<file path="src/hdl/fcr_pkg.sv">
// Package with the register map, field layout, command codes and carriers of the flash sequencer.
package fcr_pkg;

  // Register indices; the byte address on the bus is four times the index.
  localparam logic [4:0] IDX_RSV0    = 5'h03;
  localparam logic [4:0] IDX_CFG     = 5'h04;
  localparam logic [4:0] IDX_FCFG    = 5'h05;
  localparam logic [4:0] IDX_STAT    = 5'h06;
  localparam logic [4:0] IDX_COMMAND_STATUS   = 5'h07;
  localparam logic [4:0] IDX_PPROT   = 5'h08;
  localparam logic [4:0] IDX_DPROT   = 5'h09;
  localparam logic [4:0] IDX_COBHI   = 5'h0A;
  localparam logic [4:0] IDX_COBLO   = 5'h0B;
  localparam logic [4:0] IDX_RSV1    = 5'h0C;
  localparam logic [4:0] IDX_RSV4    = 5'h0F;
  localparam logic [4:0] IDX_OPT     = 5'h10;
  localparam logic [4:0] IDX_COBIX   = 5'h02;

  // Field positions.
  localparam int CFG_COMPLETE_IRQ_ENABLE   = 7;
  localparam int CFG_IGNORE_SINGLE_FAULT  = 4;
  localparam int CFG_FORCE_DOUBLE_FAULT   = 1;
  localparam int CFG_FORCE_SINGLE_FAULT   = 0;
  localparam int ST_COMMAND_COMPLETE_FLAG    = 7;
  localparam int ST_ACCESS_ERROR_FLAG  = 5;
  localparam int ST_PROTECTION_VIOLATION_FLAG  = 4;
  localparam int ST_BUSY    = 3;
  localparam int ST_MG1     = 1;
  localparam int ST_MG0     = 0;
  localparam int FL_DOUBLE  = 1;
  localparam int FL_SINGLE  = 0;
  localparam int PP_OPEN    = 7;
  localparam int PP_HDIS    = 5;
  localparam int DP_OPEN    = 7;

  // Writable masks and values after reset.
  localparam logic [7:0] CFG_MASK    = 8'h93;
  localparam logic [7:0] DPROT_MASK  = 8'h9F;
  localparam logic [7:0] CFG_RST     = 8'h00;
  localparam logic [1:0] FCFG_RST    = 2'h0;
  localparam logic [7:0] PPROT_RST   = 8'hFF;
  localparam logic [7:0] DPROT_RST   = 8'h9F;
  localparam logic [7:0] INIT_CYCLES = 8'h10;

  // Command codes.
  localparam logic [7:0] CMD_VFY_ALL  = 8'h01;
  localparam logic [7:0] CMD_VFY_BLK  = 8'h02;
  localparam logic [7:0] CMD_VFY_SEC  = 8'h03;
  localparam logic [7:0] CMD_RD_ONCE  = 8'h04;
  localparam logic [7:0] CMD_HOLE     = 8'h05;
  localparam logic [7:0] CMD_PG_ONCE  = 8'h07;
  localparam logic [7:0] CMD_ERS_ALL  = 8'h08;
  localparam logic [7:0] CMD_ERS_BLK  = 8'h09;
  localparam logic [7:0] CMD_UNSECURE = 8'h0B;
  localparam logic [7:0] CMD_BACKDOOR = 8'h0C;
  localparam logic [7:0] CMD_FLD_MRG  = 8'h0E;
  localparam logic [7:0] CMD_LAST     = 8'h12;
  localparam logic [2:0] IX_ERS_ALL   = 3'h0;
  localparam logic [2:0] IX_PG_ONCE   = 3'h5;
  localparam logic [2:0] IX_VFY_SEC   = 3'h2;
  localparam logic [2:0] IX_LAST      = 3'h5;
  localparam logic [15:0] ONCE_PHRASES = 16'h0008;

  // Global address windows.
  localparam logic [17:0] PFL_LO = 18'h3_C000;
  localparam logic [17:0] PFL_HI = 18'h3_FFFF;
  localparam logic [17:0] RES_LO = 18'h0_4000;
  localparam logic [17:0] RES_HI = 18'h0_7FFF;
  localparam logic [17:0] EE_LO  = 18'h0_0400;
  localparam logic [17:0] EE_HI  = 18'h0_05FF;

  typedef enum logic [1:0] {S_INIT, S_IDLE, S_EXEC, S_VERIFY} fcr_seq_e;

  // Request to the array engine.
  typedef struct packed {
    logic        start;
    logic        verify;
    logic [7:0]  cmd;
    logic [15:0] param;
  } fcr_arr_req_s;

  // Answer from the array engine; done is a one-cycle pulse.
  typedef struct packed {
    logic done;
    logic err_any;
    logic err_uncorr;
    logic refused;
  } fcr_arr_rsp_s;

  // One CPU read of the array with its error-correction result.
  typedef struct packed {
    logic rd;
    logic single;
    logic double;
  } fcr_ecc_ev_s;

  // Which window a global address falls in.
  typedef struct packed {
    logic pflash;
    logic resource;
    logic eeprom;
  } fcr_region_s;

endpackage

</file>
<file path="src/hdl/fcr_cmd_check.sv">
// Command decode: code validity, availability per mode and security, expected object index.
`timescale 1ns/1ps
module fcr_cmd_check (
  // Command under test
  input  wire logic [7:0] cmd,
  input  wire logic [2:0] idx,
  // Chip state
  input  wire logic       special,
  input  wire logic       secured,
  // Verdict
  output logic            cmd_ok
);

  logic known;
  logic allowed;
  logic idx_ok;

  always_comb begin
    known = (cmd >= fcr_pkg::CMD_VFY_ALL) && (cmd <= fcr_pkg::CMD_LAST) &&
            (cmd != fcr_pkg::CMD_HOLE) && (cmd != 8'h0F);
    allowed = known;
    if (special && secured) begin
      allowed = (cmd == fcr_pkg::CMD_VFY_ALL) || (cmd == fcr_pkg::CMD_VFY_BLK) ||
                (cmd == fcr_pkg::CMD_ERS_ALL) || (cmd == fcr_pkg::CMD_UNSECURE);
    end else if (!special) begin
      if ((cmd == fcr_pkg::CMD_ERS_ALL) || (cmd == fcr_pkg::CMD_UNSECURE) ||
          (cmd == fcr_pkg::CMD_FLD_MRG)) begin
        allowed = 1'b0;
      end
    end else if (cmd == fcr_pkg::CMD_BACKDOOR) begin
      allowed = 1'b0;
    end
    unique case (cmd)
      fcr_pkg::CMD_ERS_ALL: idx_ok = (idx == fcr_pkg::IX_ERS_ALL);
      fcr_pkg::CMD_PG_ONCE: idx_ok = (idx == fcr_pkg::IX_PG_ONCE);
      fcr_pkg::CMD_VFY_ALL: idx_ok = (idx == fcr_pkg::IX_ERS_ALL);
      fcr_pkg::CMD_VFY_SEC: idx_ok = (idx == fcr_pkg::IX_VFY_SEC);
      default:              idx_ok = 1'b1;
    endcase
    cmd_ok = allowed && idx_ok;
  end

endmodule

</file>
<file path="src/hdl/fcr_top.sv">
// Register interface and command sequencer of the flash controller, with an APB slave.
`timescale 1ns/1ps
module fcr_top (
  // Clock, reset and enable
  input  wire logic                 mclk,
  input  wire logic                 rst_n,
  input  wire logic                 ce,
  // APB slave
  input  wire logic                 psel,
  input  wire logic                 penable,
  input  wire logic                 pwrite,
  input  wire logic [31:0]          paddr,
  input  wire logic [31:0]          pwdata,
  input  wire logic [3:0]           pstrb,
  output logic [31:0]               prdata,
  output logic                      pready,
  output logic                      pslverr,
  // Chip mode controller
  input  wire logic                 special_mode_input,
  input  wire logic                 secure_input,
  input  wire logic [7:0]           nv_options,
  // Array engine
  output fcr_pkg::fcr_arr_req_s     arr_req,
  input  wire fcr_pkg::fcr_arr_rsp_s arr_rsp,
  input  wire fcr_pkg::fcr_ecc_ev_s ecc_ev,
  // Address map
  input  wire logic [17:0]          glb_addr,
  input  wire logic                 resource_area_select,
  output fcr_pkg::fcr_region_s      region,
  // Status to the system
  output logic                      security_released,
  output logic                      complete_irq,
  output logic                      fault_irq
);

  typedef struct packed {
    fcr_pkg::fcr_seq_e     st;
    logic [7:0]            init_cnt;
    logic [7:0]            cfg;
    logic [1:0]            fcfg;
    logic                  command_complete_flag;
    logic                  access_error_flag;
    logic                  protection_violation_flag;
    logic                  mg1;
    logic                  mg0;
    logic [1:0]            flt;
    logic [7:0]            pprot;
    logic [7:0]            dprot;
    logic [7:0]            opt;
    logic [2:0]            idx;
    logic [5:0][15:0]      cob;
    logic                  released;
    fcr_pkg::fcr_arr_req_s req;
    logic                  pready;
    logic                  pslverr;
    logic [31:0]           prdata;
    logic                  cc_irq;
    logic                  f_irq;
    fcr_pkg::fcr_region_s  region;
  } fcr_state_s;

  fcr_state_s s_q;
  fcr_state_s s_d;

  logic       cmd_ok;
  logic       secured;
  logic [4:0] ridx;
  logic       wr;
  logic       rd_setup;
  logic       busy;
  logic [7:0] cmd_code;

  // Maps a bus address onto a register index; unmapped words give zero.
  function automatic logic [4:0] fcr_decode(input logic [31:0] a);
    logic [4:0] i;
    i = a[6:2];
    if ((a[31:7] != 25'h000_0000) || (i < fcr_pkg::IDX_COBIX) || (i > fcr_pkg::IDX_OPT)) begin
      i = 5'h00;
    end
    return i;
  endfunction

  // True when an address falls in the closed window lo to hi.
  function automatic logic fcr_in(input logic [17:0] a, input logic [17:0] lo,
                                  input logic [17:0] hi);
    return (a >= lo) && (a <= hi);
  endfunction

  // One byte of the selected object word; indices without storage read as zero.
  function automatic logic [7:0] fcr_obj_byte(input logic [5:0][15:0] cob,
                                               input logic [2:0]       ix,
                                               input logic             hi);
    logic [15:0] w;
    w = 16'h0000;
    if (ix <= fcr_pkg::IX_LAST) begin
      w = cob[ix];
    end
    return hi ? w[15:8] : w[7:0];
  endfunction

  // Builds the status byte; unused bit positions read zero.
  function automatic logic [7:0] fcr_status_byte(input fcr_state_s s, input logic bsy);
    logic [7:0] b;
    b = 8'h00;
    b[fcr_pkg::ST_COMMAND_COMPLETE_FLAG]   = s.command_complete_flag;
    b[fcr_pkg::ST_ACCESS_ERROR_FLAG] = s.access_error_flag;
    b[fcr_pkg::ST_PROTECTION_VIOLATION_FLAG] = s.protection_violation_flag;
    b[fcr_pkg::ST_BUSY]   = bsy;
    b[fcr_pkg::ST_MG1]    = s.mg1;
    b[fcr_pkg::ST_MG0]    = s.mg0;
    return b;
  endfunction

  assign secured  = secure_input && !s_q.released;
  assign ridx     = fcr_decode(paddr);
  assign rd_setup = psel && !penable && !s_q.pready;
  assign wr       = psel && penable && pwrite && s_q.pready && pstrb[0] && !s_q.pslverr;
  assign busy     = (s_q.st == fcr_pkg::S_EXEC) || (s_q.st == fcr_pkg::S_VERIFY);
  assign cmd_code = s_q.cob[0][15:8];

  fcr_cmd_check u_check (
    .cmd     (cmd_code),
    .idx     (s_q.idx),
    .special (special_mode_input),
    .secured (secured),
    .cmd_ok  (cmd_ok)
  );

  always_comb begin
    logic       wr_ok;
    logic       launch;
    logic [7:0] wd;
    logic [7:0] rv;
    logic       any_prot;
    wr_ok    = 1'b0;
    launch   = 1'b0;
    wd       = pwdata[7:0];
    rv       = 8'h00;
    any_prot = 1'b0;
    s_d      = s_q;
    s_d.req.start = 1'b0;

    // The APB answer has no wait state: data is staged in the setup cycle.
    s_d.pready = rd_setup;
    if (rd_setup) begin
      // Unmapped words answer with an error response and read as zero.
      s_d.pslverr = (ridx == 5'h00);
      unique case (ridx)
        fcr_pkg::IDX_COBIX: rv = {5'h00, s_q.idx};
        fcr_pkg::IDX_CFG:   rv = s_q.cfg & fcr_pkg::CFG_MASK;
        fcr_pkg::IDX_FCFG:  rv = {6'h00, s_q.fcfg};
        fcr_pkg::IDX_STAT:  rv = fcr_status_byte(s_q, busy);
        fcr_pkg::IDX_COMMAND_STATUS: rv = {6'h00, s_q.flt};
        fcr_pkg::IDX_PPROT: rv = s_q.pprot;
        fcr_pkg::IDX_DPROT: rv = s_q.dprot & fcr_pkg::DPROT_MASK;
        fcr_pkg::IDX_COBHI: rv = fcr_obj_byte(s_q.cob, s_q.idx, 1'b1);
        fcr_pkg::IDX_COBLO: rv = fcr_obj_byte(s_q.cob, s_q.idx, 1'b0);
        fcr_pkg::IDX_OPT:   rv = s_q.opt;
        default:            rv = 8'h00;
      endcase
      s_d.prdata = {24'h00_0000, rv};
    end else begin
      s_d.pslverr = 1'b0;
    end

    // Writes land only when idle or still initializing.
    wr_ok = wr && (s_q.command_complete_flag || (s_q.st == fcr_pkg::S_INIT));
    if (wr_ok) begin
      unique case (ridx)
        fcr_pkg::IDX_COBIX: s_d.idx = wd[2:0];
        fcr_pkg::IDX_CFG:   s_d.cfg = wd & fcr_pkg::CFG_MASK;
        fcr_pkg::IDX_FCFG:  s_d.fcfg = wd[1:0];
        fcr_pkg::IDX_STAT: begin
          if (wd[fcr_pkg::ST_ACCESS_ERROR_FLAG]) begin
            s_d.access_error_flag = 1'b0;
          end
          if (wd[fcr_pkg::ST_PROTECTION_VIOLATION_FLAG]) begin
            s_d.protection_violation_flag = 1'b0;
          end
          // A launch in this write still sees the old error flags and is refused.
          launch = wd[fcr_pkg::ST_COMMAND_COMPLETE_FLAG] && s_q.command_complete_flag && (s_q.st == fcr_pkg::S_IDLE);
        end
        fcr_pkg::IDX_COMMAND_STATUS: s_d.flt = s_q.flt & ~wd[1:0];
        fcr_pkg::IDX_PPROT: s_d.pprot = wd;
        fcr_pkg::IDX_DPROT: s_d.dprot = wd & fcr_pkg::DPROT_MASK;
        // Object words six and seven have no storage, so writes to them are dropped.
        fcr_pkg::IDX_COBHI: begin
          if (s_q.idx <= fcr_pkg::IX_LAST) begin
            s_d.cob[s_q.idx][15:8] = wd;
          end
        end
        fcr_pkg::IDX_COBLO: begin
          if (s_q.idx <= fcr_pkg::IX_LAST) begin
            s_d.cob[s_q.idx][7:0] = wd;
          end
        end
        default: s_d.idx = s_q.idx;
      endcase
    end

    // Array read faults: forced bits always flag, real single faults may be hidden.
    // A fault in the same cycle as a clear wins, so no event is lost.
    if (ecc_ev.rd) begin
      if (ecc_ev.double || s_q.cfg[fcr_pkg::CFG_FORCE_DOUBLE_FAULT]) begin
        s_d.flt[fcr_pkg::FL_DOUBLE] = 1'b1;
      end
      if ((ecc_ev.single && !s_q.cfg[fcr_pkg::CFG_IGNORE_SINGLE_FAULT]) || s_q.cfg[fcr_pkg::CFG_FORCE_SINGLE_FAULT]) begin
        s_d.flt[fcr_pkg::FL_SINGLE] = 1'b1;
      end
    end

    // Any closed protection region stops erase-all before the engine is asked.
    any_prot = !s_q.pprot[fcr_pkg::PP_OPEN] || !s_q.pprot[fcr_pkg::PP_HDIS] ||
               !s_q.dprot[fcr_pkg::DP_OPEN];

    unique case (s_q.st)
      fcr_pkg::S_INIT: begin
        // Options are copied on every init cycle, so a late settling value still lands.
        s_d.opt      = nv_options;
        s_d.init_cnt = s_q.init_cnt + 8'h01;
        if (s_q.init_cnt == fcr_pkg::INIT_CYCLES) begin
          s_d.st   = fcr_pkg::S_IDLE;
          s_d.command_complete_flag = 1'b1;
        end
      end
      fcr_pkg::S_IDLE: begin
        if (launch && !s_q.access_error_flag && !s_q.protection_violation_flag) begin
          if (!cmd_ok) begin
            s_d.access_error_flag = 1'b1;
          end else if ((cmd_code == fcr_pkg::CMD_PG_ONCE) &&
                       (s_q.cob[1] >= fcr_pkg::ONCE_PHRASES)) begin
            s_d.access_error_flag = 1'b1;
          end else if ((cmd_code == fcr_pkg::CMD_ERS_ALL) && any_prot) begin
            s_d.protection_violation_flag = 1'b1;
          end else begin
            // Verify-all, erase-block and the rest are carried out by the engine.
            s_d.command_complete_flag       = 1'b0;
            s_d.mg1        = 1'b0;
            s_d.mg0        = 1'b0;
            s_d.st         = fcr_pkg::S_EXEC;
            s_d.req.start  = 1'b1;
            s_d.req.verify = 1'b0;
            s_d.req.cmd    = cmd_code;
            s_d.req.param  = s_q.cob[1];
          end
        end
      end
      fcr_pkg::S_EXEC: begin
        if (arr_rsp.done) begin
          // A refusal from the engine ends the command at once with an access error.
          if (arr_rsp.refused) begin
            s_d.access_error_flag = 1'b1;
            s_d.command_complete_flag   = 1'b1;
            s_d.st     = fcr_pkg::S_IDLE;
          end else if (s_q.req.cmd == fcr_pkg::CMD_ERS_ALL) begin
            s_d.st         = fcr_pkg::S_VERIFY;
            s_d.req.start  = 1'b1;
            s_d.req.verify = 1'b1;
          end else begin
            s_d.mg1  = arr_rsp.err_any;
            s_d.mg0  = arr_rsp.err_uncorr;
            s_d.command_complete_flag = 1'b1;
            s_d.st   = fcr_pkg::S_IDLE;
          end
        end
      end
      fcr_pkg::S_VERIFY: begin
        if (arr_rsp.done) begin
          s_d.mg1  = arr_rsp.err_any;
          s_d.mg0  = arr_rsp.err_uncorr;
          s_d.command_complete_flag = 1'b1;
          s_d.st   = fcr_pkg::S_IDLE;
          // Security stays released until reset; only a clean verify pass frees it.
          if (!arr_rsp.err_any) begin
            s_d.released = 1'b1;
          end
        end
      end
    endcase

    s_d.cc_irq = s_d.command_complete_flag && s_d.cfg[fcr_pkg::CFG_COMPLETE_IRQ_ENABLE];
    s_d.f_irq  = |(s_d.flt & s_d.fcfg);

    // The decode is registered, so region follows glb_addr by one cycle.
    s_d.region.pflash   = fcr_in(glb_addr, fcr_pkg::PFL_LO, fcr_pkg::PFL_HI);
    s_d.region.resource = resource_area_select &&
                          fcr_in(glb_addr, fcr_pkg::RES_LO, fcr_pkg::RES_HI);
    s_d.region.eeprom   = fcr_in(glb_addr, fcr_pkg::EE_LO, fcr_pkg::EE_HI);
  end

  always_ff @(posedge mclk) begin
    if (!rst_n) begin
      // The state and the registers with a reset constant are named below; cfg and fcfg reset to zero.
      s_q          <= '0;
      s_q.st       <= fcr_pkg::S_INIT;
      s_q.cfg      <= fcr_pkg::CFG_RST;
      s_q.fcfg     <= fcr_pkg::FCFG_RST;
      s_q.pprot    <= fcr_pkg::PPROT_RST;
      s_q.dprot    <= fcr_pkg::DPROT_RST;
    end else if (ce) begin
      s_q <= s_d;
    end
  end

  // Every output is a field of the state register, so none of them can glitch.
  assign prdata            = s_q.prdata;
  assign pready            = s_q.pready;
  assign pslverr           = s_q.pslverr;
  assign arr_req           = s_q.req;
  assign region            = s_q.region;
  assign security_released = s_q.released;
  assign complete_irq      = s_q.cc_irq;
  assign fault_irq         = s_q.f_irq;

endmodule

</file>
<file path="config.mk">
export PLATFORM = sky130hd
export DESIGN_NAME = fcr_top
export DESIGN_NICKNAME = d
export VERILOG_FILES = /design/src/hdl/fcr_pkg.sv /design/src/hdl/fcr_cmd_check.sv /design/src/hdl/fcr_top.sv
export SDC_FILE = /design/constraint.sdc
export NUM_CORES = 1
export LEC_CHECK = 0
export BUFFER_PORTS_ARGS = -buffer_cell sky130_fd_sc_hd__clkbuf_2
export CORE_ASPECT_RATIO = 1.25
export CORE_UTILIZATION = 30
export CTS_BUF_LIST = sky130_fd_sc_hd__clkbuf_4 sky130_fd_sc_hd__clkbuf_8
export CTS_CLUSTER_SIZE = 8
export DETAILED_ROUTE_END_ITERATION = 10
export PLACE_DENSITY = 0.49
export SYNTH_ARGS = -nofsm -noshare
export SYNTH_HDL_FRONTEND = slang
export SYNTH_HIERARCHICAL = 1
export SYNTH_SLANG_ARGS = --single-unit
</file>
<file path="constraint.sdc">
create_clock -name mclk -period 2.8 [get_ports mclk]
set_clock_uncertainty 0.05 [all_clocks]
set_input_delay 0.28 -clock mclk [delete_from_list [all_inputs] [get_ports mclk]]
set_output_delay 0.28 -clock mclk [all_outputs]
set_load 0.01 [all_outputs]
</file>
==> results.md <==
- Outcome: completed
- Antenna Nets Post-Route: 0
- Logic pwr share: 8.9%
- Post-DP Area: between 0.01 and 0.015 mm²
- CP top delay family: compound AO/OA/AOI/OAI gates
- # nets final: roughly 1,300
- Horiz. Die Dim: approximately 160 µm
- Finished Cell Area: ~0.011 mm²
- Multi-input gate area: between 0.005 and 0.006 mm²
- Setup Viol. Count Final: 0
- Clock power share: between 30% and 40%
- Port buffer count: between 100 and 150
- Worst setup EP type: flip-flop
- Most used cell, CP: a211o_1
- P_int: ~0.0039 W
- Worst-Skew Late Latency: roughly 0.48 ns
- Crit path cell chain: buf_4 -> a211o_1 -> nand2_1 -> and3_1 -> o311ai_1 -> a2bb2oi_1 -> nand2b_1 -> o211ai_1 -> a211o_1 -> or4_1 -> a21oi_1
- CTS Sinks: between 150 and 200
- Crit path kind: reg -> reg
- Power Dens Cells: ~480 mW/mm²
- Synth Register Bits: roughly 190
- Worst EP required: about 3.2 ns
- # rows: between 70 and 80
- Routed vias: between 7,000 and 8,000
- Max Fclk: 383 MHz
- Initial Util: a little under a third
- Setup TNS: 0 ns
- Global-route wire length before repair: 44,000 µm
- Seq pwr share: about 52%
- Max cap viols: 0
- Clk buf depth: 2
- Vias per cell: approximately 5.0
- Critical path startpoint category: flip-flop
- WP data arrival: between 2 and 3 ns
- Filler cells: between 3,000 and 4,000
- CP max stage delay: about 0.40 ns
- Relative slew margins: around 57%
- Crit-path max FO: 8
- RSZ-0062 raised after global routing: no
- Syn_area_per_cell: between 8 and 9 µm²
- Register Area: 0.00373 mm²
- YS warnings: 6
- Final Slew Violations: 0
- Leading cell type in the layout, fill and taps excluded: nand2_1
- Core Region: 0.0310 mm²
- Final hold viol count: 0
- H-Tree Level Count: 4
- Die Ht: roughly 200 µm
- Period utilization: about 93%
- Most used DFF post-synth: dfxtp_1
- Vias in the first global route: 7,588
- Die Area: 0.0323 mm²
- Global placement routability congestion: slightly below 0.9
- Final min period: approximately 2.6 ns
- Grt ovf: 0
- Post-Synthesis Cells: approximately 1,100
- Number of I/O pins: around 180
- Setup Fix Bufs, Post-CTS: 0
- Final wirelength: around 29,000 µm
- DPL Wire Length: 20,800 µm
- Largest net degree at the start of global routing: 95
- Setup slack, reg-to-reg: roughly 0.19 ns
- Ys async rst share: 0%
- VDD IR max: between 0.2 and 0.3 mV
- WP buf/inv: 1
- Pleak: ~4.4 nW
- Placed Instances: 1,526
- Number of synthesized flops with an enable pin: 0
- Wire per inst: ~18 µm
- DR iter-0 viols: around 520
- Switch share: about a quarter
- CP max-delay cell: or4_1
- Switching pwr: approximately 0.0013 W
- Worst hold path type: in -> reg
- Most frequent cells in the layout: 198 x nand2_1, 183 x dfxtp_1, 131 x mux2i_1
- CTS Buf Count: 17
- Residual DRC: 0
- CTS root buf: clkbuf_8
- Final non-filler cell total: 1,571
- Netlist Area Pre-Place: about 0.0095 mm²
- Total GRT Usage: between 10% and 20%
- CTS clk-pin slew, worst paths: 0.10 ns
- Initial DRT Pass Iterations: 5
- Slew of the pin with the lowest slew margin: about 0.64 ns
- Seq/Total Area, Yosys: 39.3%
- Initial antenna violation count: 0
- Fraction of layout cells with a size suffix above 1: approximately a fifth
- P&R area growth vs syn: 13.8%
- Synth cell types: 79
- CTS tree: yes
[flip-flops by register name, summed over array words and instances, names as in the netlist, 3 cells and up]
name and flops:
s_q 136, arr_req 26, cmd_code 8, prdata 8, region 3
[path summary, 6_finish.rpt]
check                     from   endpoint  cells past startpoint
setup / recovery   cmd_code[2]   s_q[192]                     11
hold / removal    glb_addr[14]  region[1]                      3
setup reg to reg   cmd_code[2]   s_q[192]                     11
hold reg to reg       s_q[161]   s_q[161]                      2
[synth_stat cells, drive strengths merged (3+ instances only)]
library cell	count	area, µm²
nand2	198	743
dfxtp	186	3720
mux2i	131	1310
buf	84	599
o21ai	55	275
nor2	53	236
nand3	48	265
a21oi	43	215
clkbuf	43	161
nor3	20	116
nand4	18	164
inv	15	56.3
nor4	14	100
mux4	11	248
and3	9	56.3
o211ai	8	60.1
a31oi	7	43.8
mux2	7	78.8
a211oi	6	45.0
and2	6	37.5
ha	6	75.1
nand2b	6	37.5
nor2b	6	40.0
o22ai	6	37.5
or3	6	37.5
a22oi	5	37.5
o221ai	5	43.8
or4	5	37.5
a221o	4	40.0
o31ai	4	30.0
xor2	4	35.0
a211o	3	26.3
a222oi	3	30.0
a31o	3	26.3
nand4b	3	26.3
nor4bb	3	30.0
xnor2	3	26.3
[repair_timing]
action	in CTS	in global routing
hold buffers	14	0
hold endpoints to repair	15	0
endpoints found under the setup margin	0	2
resized for setup	0	2
[cells by family (layout without fill, tap and decap cells)]
family | Yosys count | in the layout | synth area share, %
simple gates | 407 | 407 | 21.5
buf+inv | 142 | 212 | 8.63
flops | 186 | 186 | 39.3
fa+ha+maj | 6 | 6 | 0.793
xor+xnor | 7 | 7 | 0.648
compound gates | 172 | 172 | 11.7
mux | 149 | 149 | 17.3
other cells | 1 | 25 | 0.0396
[per-layer routing]
layer | part of all wire (%) | track usage [%]
met4 | 2.6 | 6.94
met3 | 4.1 | 2.64
met5 | 0 | 0
met2 | 50 | 30.9
met1 | 43 | 21.9
[cell type report]
type                       instances  share of cell area (%)
inverter                          15                   0.523
timing repair buffer             167                    9.59
antenna                            1                  0.0232
clock inverter                    10                    1.53
sequential                       186                    34.6
clock buffer                      20                    2.50
tap                              407                    4.73
multi-input combinational        765                    46.5
[tightest hold or removal path, delay by kind of cell]
family	cells	cell delay [ns]
and+or+nand+nor	1	0.08
AOI/OAI and AO/OA	1	0.08
buffers and inverters	1	0.10
[power groups by stage]
stage	logic [W]	clock network (W)	registers (W)
final	0.000461	0.00201	0.00269
after global routing	0.000508	0.00218	0.00270
after CTS	0.000465	0.00208	0.00269
after detailed placement	0.000448	0	0.00276
after global placement	0.000445	0	0.00276
after floorplan	0.000281	0	0.00275
[stage by stage]
stage / hold WS (ns) / power [W] / util, % / worst slack, ns
2_1_floorplan: 0.355 / 0.00303 / - / 0.432
6_report: 0.0444 / 0.00517 / 34.8 / 0.187
5_1_grt: 0.0775 / 0.00539 / 34.8 / 0.00983
3_3_place_gp: 0.387 / 0.00320 / 32.9 / 0.191
3_5_place_dp: 0.396 / 0.00320 / 32.9 / 0.177
4_1_cts: 0.00691 / 0.00524 / 34.7 / 0.169
Note: power is estimated with default switching activity, not from simulation.
